**config.mk**
```make
export PLATFORM = sky130hd
export DESIGN_NAME = vmc_cap_bank
export DESIGN_NICKNAME = d
export VERILOG_FILES = /design/src/vmc_pkg.sv /design/src/vmc_byte_merge.sv /design/src/vmc_cap_bank.sv
export VERILOG_INCLUDE_DIRS = /design/src
export SDC_FILE = /design/constraint.sdc
export NUM_CORES = 1
export LEC_CHECK = 0
export BUFFER_PORTS_ARGS = -buffer_cell sky130_fd_sc_hd__buf_4
export CAP_MARGIN = 20
export CORE_ASPECT_RATIO = 1.4
export CORE_UTILIZATION = 53
export DETAILED_ROUTE_END_ITERATION = 8
export GPL_TIMING_DRIVEN = 0
export PLACE_DENSITY_LB_ADDON = 0.12
export SLEW_MARGIN = 20
export SYNTH_ARGS = -nofsm -noshare
export SYNTH_HDL_FRONTEND = slang
export SYNTH_SLANG_ARGS = --single-unit
```
**constraint.sdc**
```tcl
create_clock -name clk_in -period 2.9 [get_ports clk_in]
set_input_delay 0.725 -clock clk_in [delete_from_list [all_inputs] [get_ports clk_in]]
set_output_delay 0.725 -clock clk_in [all_outputs]
set_load 0.05 [all_outputs]
```
**src/vmc_defines.svh**
```systemverilog
/*
  Offsets, field positions, reset values and fixed codes of the
  product-data, extended-access and interrupt-message capability bank.
  Assumes the including file wants plain `define macros only.
*/
`ifndef VMC_DEFINES_SVH
`define VMC_DEFINES_SVH

// ----------------------------------------
// Register offsets
// ----------------------------------------
`define VMC_OFF_PD_CAP 8'hd8
`define VMC_OFF_PD_DATA 8'hdc
`define VMC_OFF_EXT_IDX 8'he0
`define VMC_OFF_EXT_DATA 8'he4
`define VMC_OFF_MSG_CAP 8'hf0

// ----------------------------------------
// Capability headers
// ----------------------------------------
`define VMC_PD_CAP_CODE 8'h03
`define VMC_PD_NEXT_LINK 8'hf0
`define VMC_MSG_CAP_CODE 8'h05
`define VMC_MSG_NEXT_LINK 8'h00

// ----------------------------------------
// Field positions
// ----------------------------------------
`define VMC_OP_BIT 31
`define VMC_IDX_MSB 23
`define VMC_IDX_LSB 18
`define VMC_EXT_IDX_MSB 11
`define VMC_MSI_EN_BIT 16
`define VMC_MMC_MSB 19
`define VMC_MMC_LSB 17
`define VMC_MME_MSB 22
`define VMC_MME_LSB 20
`define VMC_ADDR64_BIT 23

// ----------------------------------------
// Values and reset values
// ----------------------------------------
`define VMC_PD_BASE 8'h40
`define VMC_MMC_CODE 3'h0
`define VMC_MME_RST 3'h0
`define VMC_IDX_RST 6'h00
`define VMC_EXT_IDX_RST 12'h000
`define VMC_WORD_RST 32'h0000_0000

`endif

```
**src/vmc_pkg.sv**
```systemverilog
/*
  Types shared by the capability bank: request carriers and state.
  Assumes vmc_defines.svh is on the include path.
*/
package vmc_pkg;

  // ----------------------------------------
  // Carriers
  // ----------------------------------------
  typedef struct packed {
    logic rd;
    logic wr;
    logic [7:0] addr;
    logic [3:0] be;
    logic [31:0] wdata;
  } vmc_cfg_req_s;

  typedef struct packed {
    logic req;
    logic we;
    logic [7:0] addr;
    logic [31:0] wdata;
  } vmc_ee_req_s;

  typedef struct packed {
    logic req;
    logic we;
    logic [11:0] idx;
    logic [3:0] be;
    logic [31:0] wdata;
  } vmc_ext_req_s;

  // ----------------------------------------
  // EEPROM sequencer states
  // ----------------------------------------
  typedef enum logic {VMC_EE_IDLE, VMC_EE_BUSY} vmc_ee_e;

endpackage : vmc_pkg

```
**src/vmc_byte_merge.sv**
```systemverilog
/*
  Byte-lane merge: each enabled lane takes the new byte, others keep old.
  Assumes a width that is a whole number of bytes.
*/
`timescale 1ns/1ps
module vmc_byte_merge #(
  parameter int W = 32
) (
  input wire logic [W-1:0] old_in, // Current value
  input wire logic [W-1:0] new_in, // Written value
  input wire logic [W/8-1:0] be_in, // Byte enables
  output logic [W-1:0] merged_out // Merged value
);

  initial begin
    if (W % 8 != 0 || W < 8) begin
      $error("vmc_byte_merge: width must be whole bytes");
    end
  end

  // ----------------------------------------
  // Lane select
  // ----------------------------------------
  for (genvar i = 0; i < W / 8; i++) begin : g_lane
    assign merged_out[8*i +: 8] = be_in[i] ? new_in[8*i +: 8] : old_in[8*i +: 8];
  end

endmodule : vmc_byte_merge

```
**src/vmc_cap_bank.sv**
```systemverilog
/*
  Capability bank: product-data EEPROM window, extended register window
  and interrupt-message header with interrupt routing.
  Assumes one-cycle config strobes, an EEPROM engine answering with a
  done pulse, and an internal register port answering with an ack pulse.
*/
`timescale 1ns/1ps
`include "vmc_defines.svh"
module vmc_cap_bank #(
  parameter int DATA_W = 32
) (
  input wire logic clk_in, // Core clock, 10 MHz
  input wire logic nrst_in, // Async reset, active low
  input wire vmc_pkg::vmc_cfg_req_s cfg_in, // Config access strobe
  output logic cfg_ack_out, // Access answered, pulse
  output logic [31:0] cfg_rdata_out, // Read data
  output vmc_pkg::vmc_ee_req_s ee_out, // EEPROM cycle start
  input wire logic ee_done_in, // EEPROM cycle done, pulse
  input wire logic [31:0] ee_rdata_in, // EEPROM read word
  output vmc_pkg::vmc_ext_req_s ext_out, // Internal register access
  input wire logic ext_ack_in, // Internal access done, pulse
  input wire logic [31:0] ext_rdata_in, // Internal read word
  input wire logic int_req_in, // Interrupt request level
  output logic intx_out, // Legacy interrupt level
  output logic msi_req_out // Message request, pulse
);
  import vmc_pkg::*;

  initial begin
    if (DATA_W != 32) begin
      $error("vmc_cap_bank: only 32-bit data is served");
    end
  end

  typedef struct packed {
    vmc_ee_e ee_st;
    logic op_flag;
    logic [5:0] pd_index;
    logic [31:0] pd_data;
    logic [11:0] ext_idx;
    logic [31:0] ext_data;
    logic ext_pend;
    logic msi_en;
    logic [2:0] mme;
    logic [31:0] rdata;
    logic ack;
    vmc_ee_req_s ee;
    vmc_ext_req_s ext;
    logic intx;
    logic msi_req;
    logic int_prev;
  } vmc_state_s;

  vmc_state_s st;
  vmc_state_s next_st;

  // ----------------------------------------
  // Register images and byte merges
  // ----------------------------------------
  logic [31:0] pd_cap_word;
  logic [31:0] msg_word;
  logic [31:0] m_pdc;
  logic [31:0] m_pdd;
  logic [31:0] m_eix;
  logic [31:0] m_edt;
  logic [31:0] m_msg;
  logic ee_idle;

  // Header word at D8h and F0h
  assign pd_cap_word = {st.op_flag, 7'h00, st.pd_index, 2'b00, `VMC_PD_NEXT_LINK, `VMC_PD_CAP_CODE};
  assign msg_word = {8'h00, 1'b1, st.mme, `VMC_MMC_CODE, st.msi_en, `VMC_MSG_NEXT_LINK, `VMC_MSG_CAP_CODE};
  assign ee_idle = (st.ee_st == VMC_EE_IDLE);

  vmc_byte_merge #(.W(32)) u_pdc (
    .old_in(pd_cap_word),
    .new_in(cfg_in.wdata),
    .be_in(cfg_in.be),
    .merged_out(m_pdc)
  );
  vmc_byte_merge #(.W(32)) u_pdd (
    .old_in(st.pd_data),
    .new_in(cfg_in.wdata),
    .be_in(cfg_in.be),
    .merged_out(m_pdd)
  );
  vmc_byte_merge #(.W(32)) u_eix (
    .old_in({20'h0_0000, st.ext_idx}),
    .new_in(cfg_in.wdata),
    .be_in(cfg_in.be),
    .merged_out(m_eix)
  );
  vmc_byte_merge #(.W(32)) u_edt (
    .old_in(st.ext_data),
    .new_in(cfg_in.wdata),
    .be_in(cfg_in.be),
    .merged_out(m_edt)
  );
  vmc_byte_merge #(.W(32)) u_msg (
    .old_in(msg_word),
    .new_in(cfg_in.wdata),
    .be_in(cfg_in.be),
    .merged_out(m_msg)
  );

  // ----------------------------------------
  // Next-state logic
  // ----------------------------------------
  always_comb begin
    next_st = st;
    next_st.ack = 1'b0;
    next_st.ee.req = 1'b0;
    next_st.ext.req = 1'b0;
    next_st.msi_req = 1'b0;
    // Interrupt routing by enable bit
    next_st.int_prev = int_req_in;
    next_st.intx = int_req_in & ~st.msi_en;
    if (st.msi_en && int_req_in && !st.int_prev) begin
      next_st.msi_req = 1'b1;
    end
    // EEPROM completion turns the flag over
    case (st.ee_st)
      VMC_EE_IDLE: begin
      end
      VMC_EE_BUSY: begin
        if (ee_done_in) begin
          next_st.ee_st = VMC_EE_IDLE;
          next_st.op_flag = ~st.ee.we;
          if (!st.ee.we) begin
            next_st.pd_data = ee_rdata_in;
          end
        end
      end
      default: next_st.ee_st = VMC_EE_IDLE;
    endcase
    // Internal register access completion
    if (st.ext_pend && ext_ack_in) begin
      next_st.ext_pend = 1'b0;
      next_st.ack = 1'b1;
      next_st.rdata = st.ext.we ? 32'h0000_0000 : ext_rdata_in;
      if (!st.ext.we) begin
        next_st.ext_data = ext_rdata_in;
      end
    end
    // New config access
    if ((cfg_in.rd || cfg_in.wr) && !st.ext_pend) begin
      next_st.ack = 1'b1;
      next_st.rdata = 32'h0000_0000;
      case (cfg_in.addr)
        `VMC_OFF_PD_CAP: begin
          if (cfg_in.rd) begin
            next_st.rdata = pd_cap_word;
          end else if (ee_idle) begin
            if (cfg_in.be[2]) begin
              next_st.pd_index = m_pdc[`VMC_IDX_MSB:`VMC_IDX_LSB];
            end
            if (cfg_in.be[3]) begin
              next_st.ee_st = VMC_EE_BUSY;
              next_st.op_flag = m_pdc[`VMC_OP_BIT];
              next_st.ee.req = 1'b1;
              next_st.ee.we = m_pdc[`VMC_OP_BIT];
              next_st.ee.addr = {2'b00, next_st.pd_index} + `VMC_PD_BASE;
              next_st.ee.wdata = st.pd_data;
            end
          end
        end
        `VMC_OFF_PD_DATA: begin
          if (cfg_in.rd) begin
            next_st.rdata = st.pd_data;
          end else if (ee_idle) begin
            next_st.pd_data = m_pdd;
          end
        end
        `VMC_OFF_EXT_IDX: begin
          if (cfg_in.rd) begin
            next_st.rdata = {20'h0_0000, st.ext_idx};
          end else begin
            next_st.ext_idx = m_eix[`VMC_EXT_IDX_MSB:0];
          end
        end
        `VMC_OFF_EXT_DATA: begin
          next_st.ack = 1'b0;
          next_st.ext_pend = 1'b1;
          next_st.ext.req = 1'b1;
          next_st.ext.we = cfg_in.wr;
          next_st.ext.idx = st.ext_idx;
          next_st.ext.be = cfg_in.be;
          next_st.ext.wdata = cfg_in.wdata;
          if (cfg_in.wr) begin
            next_st.ext_data = m_edt;
          end
        end
        `VMC_OFF_MSG_CAP: begin
          if (cfg_in.rd) begin
            next_st.rdata = msg_word;
          end else if (cfg_in.be[2]) begin
            next_st.msi_en = m_msg[`VMC_MSI_EN_BIT];
            next_st.mme = m_msg[`VMC_MME_MSB:`VMC_MME_LSB];
          end
        end
        default: begin
          next_st.rdata = 32'h0000_0000;
        end
      endcase
    end
  end

  // ----------------------------------------
  // State register
  // ----------------------------------------
  always_ff @(posedge clk_in or negedge nrst_in) begin
    if (!nrst_in) begin
      st <= '0;
      st.ee_st <= VMC_EE_IDLE;
      st.pd_index <= `VMC_IDX_RST;
      st.pd_data <= `VMC_WORD_RST;
      st.ext_idx <= `VMC_EXT_IDX_RST;
      st.ext_data <= `VMC_WORD_RST;
      st.mme <= `VMC_MME_RST;
    end else begin
      st <= next_st;
    end
  end

  // Outputs straight from the state register
  assign cfg_ack_out = st.ack;
  assign cfg_rdata_out = st.rdata;
  assign ee_out = st.ee;
  assign ext_out = st.ext;
  assign intx_out = st.intx;
  assign msi_req_out = st.msi_req;

  logic launch_cmd;
  assign launch_cmd = cfg_in.wr && !st.ext_pend && cfg_in.addr == `VMC_OFF_PD_CAP && cfg_in.be[3] && ee_idle;
endmodule : vmc_cap_bank

```
==> impl_metrics.env, run 1 <==
export IMPL_run_status="complete, no violations"
export IMPL_critPathMaxFanout=10
export IMPL_hold_buffers=0
export IMPL_ff2ff_setup_slack_ns=0.19
export IMPL_power_share_switching_pct=25.0
export IMPL_insertedDiodeCount=0
export IMPL_die_width_um=110
export IMPL_ys_ff_latch=184
export IMPL_first_iter_violations=338
export IMPL_gp_congestion=0.834
export IMPL_layout_drive_gt1_share_pct=55.6
export IMPL_power_switching_mw=1.40
export IMPL_cts_num_sinks=184
export IMPL_power_per_cell_area_mw_per_mm2=493
export IMPL_globalRoute_totalOverflow=0
export IMPL_pwr_share_seq_pct=47.9
export IMPL_netlist_top_cell_by_area="sky130_fd_sc_hd__dfrtp_1"
export IMPL_timing_worst_setup_path_type="input port to flop"
export IMPL_initial_utilization_pct=54.8
export IMPL_cts_path_max_buffers=2
export IMPL_relSlewSlack_pct=47.2
export IMPL_drc_errors=0
export IMPL_design_power_total_mw=5.57
export IMPL_detail_route_antenna_nets=0
export IMPL_first_global_vias=6553
export IMPL_nets_finish=1067
export IMPL_die_area_mm2=0.0168
export IMPL_drt_wl_total_um=23300
export IMPL_number_of_flops_mapped_to_enable_cells_by_yosys=0
export IMPL_core_area_mm2=0.0157
export IMPL_r2r_cells=5
export IMPL_reg2reg_to="st[192]"
export IMPL_comb_power_share_pct=10.9
export IMPL_synth_simple_area_share_pct=6.50
export IMPL_place_detailed_hpwl_um=17300
export IMPL_whs_ns=0.270
export IMPL_synth_top_family_by_area="multiplexers"
export IMPL_vias_per_cell=5.45
export IMPL_clock_skew_ns=0.00892
export IMPL_antenna_violations_before_repair=0
export IMPL_timing_final_crit_share_pct=97.0
export IMPL_clock_insertion_delay_worst_skew_ns=0.43
export IMPL_power_leakage_nw=6.02
export IMPL_synth_distinct_cells=45
export IMPL_wl_per_cell_um=20.1
export IMPL_maxCapViolCount=0
export IMPL_post_synth_net_total=807
export IMPL_report_final_setup_viol=0
export IMPL_hold_class="input port to asynchronous set/reset pin"
export IMPL_worstSetupEndpointType="flop"
export IMPL_top_level_ports=242
export IMPL_mapped_avg_cell_area_um2=12.5
export IMPL_netlist_instances=692
export IMPL_synth_xor_xnor_area_share_pct=0
export IMPL_critical_path_top_cell_by_count="sky130_fd_sc_hd__clkbuf_1"
export IMPL_root_buffer="sky130_fd_sc_hd__clkbuf_16"
export IMPL_ys_warn_count=0
export IMPL_maxClockFrequency_ghz=0.355
export IMPL_rsz0062_at_grt="yes"
export IMPL_io_buffers=239
export IMPL_crit_path_end="ext_out[41]"
export IMPL_placement_rows=54
export IMPL_grt_pass1_wl_um=35800
export IMPL_ys_async_sr_fraction_pct=100
export IMPL_drtPass1Iterations=7
export IMPL_worstMarginPinSlew_ns=0.793
export IMPL_synth_top_area_share_pct=53.4
export IMPL_worst_endpoint_required_ns=3.21
export IMPL_timing_final_hold_violations=0
export IMPL_grt_start_max_net_pins=104
export IMPL_vias=6324
export IMPL_timing_critical_path_depth=7
export IMPL_main_area_contributors_after_synthesis="sky130_fd_sc_hd__dfrtp_1, sky130_fd_sc_hd__mux2_2, sky130_fd_sc_hd__buf_4, sky130_fd_sc_hd__a22oi_1, sky130_fd_sc_hd__a221o_1"
export IMPL_die_y_um=153
export IMPL_yosys_mux_area_fraction_pct=16.2
export IMPL_final_core_util_pct=71.7
export IMPL_worst_ir_drop_vdd_v=0.000405
export IMPL_cp_data_arrival_time_ns=3.12
export IMPL_synth_ff_type="sky130_fd_sc_hd__dfrtp_1"
export IMPL_synth_compound_area_share_pct=10.8
export IMPL_clock_tree_htree_level_count=4
export IMPL_reg2reg_from="st[132]"
export IMPL_synth_seq_area_share_pct=53.4
export IMPL_bufs_and_invs_on_worst_path=3
export IMPL_grt_use_total_pct=29.1
export IMPL_cp_slowest_stage_delay_ns=0.60
export IMPL_slew_violations=0
export IMPL_syn_area_mm2=0.00862
export IMPL_synth_adder_area_share_pct=0
export IMPL_critical_path_slowest_cell="sky130_fd_sc_hd__clkbuf_1"
export IMPL_layout_area_overhead_vs_synth_pct=31.0
export IMPL_crit_start_category="input port"
export IMPL_share_clk_of_total_power_pct=41.2
export IMPL_cell_internal_pwr_mw=4.18
export IMPL_cts_buffers=17
export IMPL_dominant_delay_contributor_by_cell_family_on_the_critical_path="buffers and inverters"
export IMPL_cts_tree="done"
export IMPL_path_clk_slew_ns=0.07
export IMPL_critical_path_cell_chain="buf_4 > nand2b_1 > nor3_1 > and4_1 > clkbuf_1 > clkbuf_1 > mux2_2"
export IMPL_timing_critical_path_from="cfg_in[39]"
export IMPL_final_period_minus_worst_setup_slack_ns=2.81
-- synth_stat cells, drive strengths merged, types with 2 or more instances --
| master | instances |
|---|---|
| a21o | 3 |
| a21oi | 3 |
| a221o | 24 |
| a222oi | 8 |
| a22o | 2 |
| a22oi | 36 |
| a32oi | 4 |
| and2 | 27 |
| and3 | 6 |
| and3b | 2 |
| buf | 130 |
| clkbuf | 26 |
| dfrtp | 184 |
| inv | 14 |
| mux2 | 119 |
| mux2i | 6 |
| nand2 | 5 |
| nand2b | 3 |
| nand3 | 4 |
| nand4 | 2 |
| nor2 | 14 |
| nor2b | 7 |
| nor3 | 5 |
| nor4 | 2 |
| o21ai | 29 |
| o221a | 6 |
| or3 | 6 |
| or3b | 3 |
-- kinds of logic (layout without fill, tap and decap cells) --
kind of cell           Yosys count  after routing
AO/OA/AOI/OAI                  120            120
AND/OR/NAND/NOR                 92             92
other                            1              1
buffers and inverters          170            442
flip-flops                     184            184
multiplexers                   125            125
-- final cells by class --
type	instances	area, um2
Sequential cell	184	4600
Clock buffer	18	429
Inverter	14	52.6
Multi-Input combinational cell	338	2910
Buffer	156	1070
Fill cell	1147	4450
Clock inverter	13	149
Tap cell	196	245
Timing Repair Buffer	241	1830
-- metrics by stage --
| stage | std cells | worst slack, ns | area [um2] | TNS, ns |
|---|---|---|---|---|
| global route | 1160 | -0.0359 | 11300 | -0.637 |
| CTS | 1160 | 0.0386 | 11300 | 0 |
| detailed placement | 1129 | -0.427 | 10700 | -28.48 |
| floorplan | 692 | 0.353 | 8620 | 0 |
| finish | 1160 | 0.0867 | 11300 | 0 |
| global placement | 1127 | -0.404 | 10700 | -29.10 |
-- routing by layer --
metal / vias up / track usage, % / part of all wire (%)
li1: 2891 / - / -
met1: 3160 / 34.5 / 38
met2: 228 / 49.1 / 53
met3: 45 / 7.04 / 6.1
met4: 0 / 13.0 / 3.3
met5: - / 0 / 0
-- worst min-delay path by stage --
stage | cells after the start | slack, ns | start | endpoint
floorplan | 1 | 0.38 | st[0] | msi_req_out
global placement | 1 | 0.39 | st[0] | msi_req_out
detailed placement | 1 | 0.39 | st[0] | msi_req_out
CTS | 1 | 0.29 | nrst_in | ext_out[21]
global route | 1 | 0.30 | nrst_in | ext_out[21]
finish | 1 | 0.27 | nrst_in | ext_out[21]
-- flip-flops by register name (all words and copies together) (netlist names), 4 cells and up --
signal,cells
cfg_rdata_out,32
ee_out,41
ext_out,50
msg_word,4
pd_cap_word,7
st,47
-- timing repair --
action | CTS | global route
cloned | 0 | 0
endpoints found under the setup margin | 2 | 49
buffers inserted | 0 | 0
gates resized for setup | 1 | 5
-- power groups by stage --
stage	combinational [mW]	clock [mW]	sequential, mW
floorplan	0.310	0	2.71
global placement	0.592	0	2.71
detailed placement	0.610	0	2.72
CTS	0.612	2.33	2.67
global route	0.645	2.46	2.68
finish	0.606	2.30	2.67
-- cells in the final DEF (no fill, tap or decap), types with 3 or more instances in the layout --
cell type / synthesis / layout
sky130_fd_sc_hd__nand2_1: 5 / 5
sky130_fd_sc_hd__a221o_1: 24 / 24
sky130_fd_sc_hd__mux2i_1: 6 / 4
sky130_fd_sc_hd__buf_4: 124 / 362
sky130_fd_sc_hd__and3_1: 6 / 6
sky130_fd_sc_hd__nor2_1: 14 / 14
sky130_fd_sc_hd__or3_1: 6 / 6
sky130_fd_sc_hd__nand2b_1: 3 / 3
sky130_fd_sc_hd__a222oi_1: 8 / 8
sky130_fd_sc_hd__clkbuf_16: 0 / 17
sky130_fd_sc_hd__nor2b_1: 7 / 7
sky130_fd_sc_hd__clkbuf_1: 26 / 24
sky130_fd_sc_hd__nand3_1: 4 / 4
sky130_fd_sc_hd__o21ai_0: 29 / 29
sky130_fd_sc_hd__dfrtp_1: 184 / 184
sky130_fd_sc_hd__and2_1: 27 / 27
sky130_fd_sc_hd__buf_2: 5 / 6
sky130_fd_sc_hd__mux2_2: 119 / 119
sky130_fd_sc_hd__nor3_1: 5 / 5
sky130_fd_sc_hd__inv_1: 14 / 14
sky130_fd_sc_hd__a21oi_1: 3 / 3
sky130_fd_sc_hd__a32oi_1: 4 / 4
sky130_fd_sc_hd__o221a_2: 6 / 6
sky130_fd_sc_hd__a21o_1: 3 / 3
sky130_fd_sc_hd__clkinv_4: 0 / 4
sky130_fd_sc_hd__a22oi_1: 36 / 36
No activity file was read; power rests on OpenSTA's default activity.
==> inputs of run 2 (changes only) <==
--- a/config.mk
+++ b/config.mk
@@ -9,6 +9,7 @@
 export BUFFER_PORTS_ARGS = -buffer_cell sky130_fd_sc_hd__buf_4
 export CAP_MARGIN = 20
 export CORE_ASPECT_RATIO = 1.4
+export CORE_MARGIN = 2
 export CORE_UTILIZATION = 53
 export DETAILED_ROUTE_END_ITERATION = 8
 export GPL_TIMING_DRIVEN = 0
@@ -17,3 +18,4 @@
 export SYNTH_ARGS = -nofsm -noshare
 export SYNTH_HDL_FRONTEND = slang
 export SYNTH_SLANG_ARGS = --single-unit
+export TNS_END_PERCENT = 100
==> run 2 against run 1 <==
  * Power is 0.99% lower
  * Combinational power hardly changed
  * Cell area about the same
  * Worst hold slack gained 0.022 ns
  * Routed wire length up 1.5%
  * Die area is 3.2% higher
  * Critical path depth down 2
  * Via count is 1.6% higher
  * Non-clock buffer count is the same
  * First-iteration DRC count is 3.3% higher
  * Clock power decreased by 3%
  * Register-to-register slack about the same
==> impl_metrics.env, run 2 (synthesized netlist as in run 1, its figures left out) <==
export IMPL_run_status="complete, no violations"
export IMPL_power_per_cell_area_mw_per_mm2=488
export IMPL_first_iter_violations=349
export IMPL_initial_utilization_pct=53.8
export IMPL_critical_path_cell_chain="buf_2 > or3b_1 > nor4_4 > mux2i_1 > a221o_1"
export IMPL_bufs_and_invs_on_worst_path=1
export IMPL_multiInputGateArea_mm2=0.00291
export IMPL_io_buffers=239
export IMPL_met1_use_gr_pct=31.8
export IMPL_insertedDiodeCount=0
export IMPL_cp_slowest_stage_delay_ns=0.72
export IMPL_crit_start_category="flop"
export IMPL_worst_ir_drop_vdd_v=0.000340
export IMPL_cts_tree="done"
export IMPL_fin_ws_ns=0.184
export IMPL_detail_route_antenna_nets=0
export IMPL_timing_worst_setup_path_type="flop to flop"
export IMPL_die_y_um=155
export IMPL_gp_congestion=0.877
export IMPL_grt_use_met3_pct=6.31
export IMPL_groute_layer_met2_usage_pct=48.3
export IMPL_grt_start_max_net_pins=96
export IMPL_layout_common_cells="sky130_fd_sc_hd__buf_4, sky130_fd_sc_hd__dfrtp_1, sky130_fd_sc_hd__mux2_2"
export IMPL_antenna_violations_before_repair=0
export IMPL_power_leakage_nw=6.03
export IMPL_timing_final_crit_share_pct=93.7
export IMPL_worstMarginPinSlew_ns=0.779
export IMPL_grt_pass1_wl_um=36500
export IMPL_critPathMaxFanout=10
export IMPL_layout_drive_gt1_share_pct=56.2
export IMPL_path_clk_slew_ns=0.07
export IMPL_die_area_mm2=0.0173
export IMPL_cts_setup_buffers=0
export IMPL_maxClockFrequency_ghz=0.368
export IMPL_grt_use_total_pct=27.5
export IMPL_drt_wl_total_um=23700
export IMPL_dominant_delay_contributor_by_cell_family_on_the_critical_path="simple AND/OR/NAND/NOR gates"
export IMPL_rsz0062_at_grt="no"
export IMPL_final_period_minus_worst_setup_slack_ns=2.72
export IMPL_cts_buffers=17
export IMPL_clock_skew_ns=0.0119
export IMPL_timing_critical_path_from="st[132]"
export IMPL_reg2reg_from="st[132]"
export IMPL_wl_per_cell_um=20.4
export IMPL_cts_resized=2
export IMPL_drc_errors=0
export IMPL_root_buffer="sky130_fd_sc_hd__clkbuf_16"
export IMPL_first_global_vias=6788
export IMPL_top_level_ports=242
export IMPL_grt_busiest_layer="met2"
export IMPL_max_ffs_per_register=50
export IMPL_final_core_util_pct=70.4
export IMPL_dp_worst_setup_slack_ns=-0.499
export IMPL_cp_data_arrival_time_ns=3.08
export IMPL_core_area_mm2=0.0160
export IMPL_maxCapViolCount=0
export IMPL_drtPass1Iterations=8
export IMPL_worstSetupEndpointType="flop"
export IMPL_nets_finish=1067
export IMPL_placement_rows=55
export IMPL_cts_path_max_buffers=2
export IMPL_slew_violations=0
export IMPL_hold_class="input port to asynchronous set/reset pin"
export IMPL_report_final_setup_viol=0
export IMPL_most_common_cell_after_layout_fill_and_taps_aside="sky130_fd_sc_hd__buf_4"
export IMPL_clock_insertion_delay_worst_skew_ns=0.43
export IMPL_layout_area_overhead_vs_synth_pct=31.0
export IMPL_fillers=1185
export IMPL_timing_final_hold_violations=0
export IMPL_worst_endpoint_required_ns=3.26
export IMPL_register_area_mm2=0.00460
export IMPL_place_detailed_hpwl_um=17500
export IMPL_clock_tree_htree_level_count=4
export IMPL_globalRoute_totalOverflow=0
export IMPL_cts_num_sinks=184
export IMPL_critical_path_slowest_cell="sky130_fd_sc_hd__mux2i_1"
export IMPL_vias_per_cell=5.52
export IMPL_hold_buffers=0
export IMPL_vias=6423
export IMPL_relSlewSlack_pct=47.4
export IMPL_die_width_um=112
## run 2: metrics by stage
step / instances / setup TNS [ns] / instance area, um2 / hold slack, ns / total power, mW
floorplan: 692 / 0 / 8620 / 0.377 / 3.02
global placement: 1130 / -32.13 / 10700 / 0.385 / 3.30
detailed placement: 1132 / -33.40 / 10700 / 0.397 / 3.32
CTS: 1164 / 0 / 11300 / 0.336 / 5.54
global route: 1164 / 0 / 11300 / 0.348 / 5.70
finish: 1164 / 0 / 11300 / 0.292 / 5.52
## run 2: cell type report
type	count	area share [%]
plain buffers	156	9.48
well taps	199	2.20
inverters	14	0.465
repair buffers	241	16.2
clock inverters	14	1.13
multi-input cells	338	25.8
clock buffers	18	3.89
flip-flops and latches	184	40.8
## run 2: layer usage
layer  part of all wire (%)  wire length (um)  vias to the layer above
met2                     53             12500                      267
met5                      0                 0                        -
met4                    3.5               834                        0
met1                     37              8780                     3204
li1                       -                 -                     2892
met3                    6.6              1560                       60
## run 2: power breakdown
part | internal [mW] | leakage [nW] | total, mW | switching [mW]
clock | 1.16 | 0.280 | 2.24 | 1.08
combinational | 0.270 | 3.22 | 0.606 | 0.336
sequential | 2.63 | 2.54 | 2.67 | 0.0405
total | 4.06 | 6.03 | 5.52 | 1.46
## run 2: worst paths after layout
path	endpoint	slack (ns)	depth (start not counted)
min in group clk_in	msi_req_out	0.40	1
max	st[187]	0.18	5
min reg2reg	msi_req_out	0.40	1
min	ext_out[20]	0.29	1
max in group asynchronous	cfg_rdata_out[17]	1.71	2
max reg2reg	st[187]	0.18	5
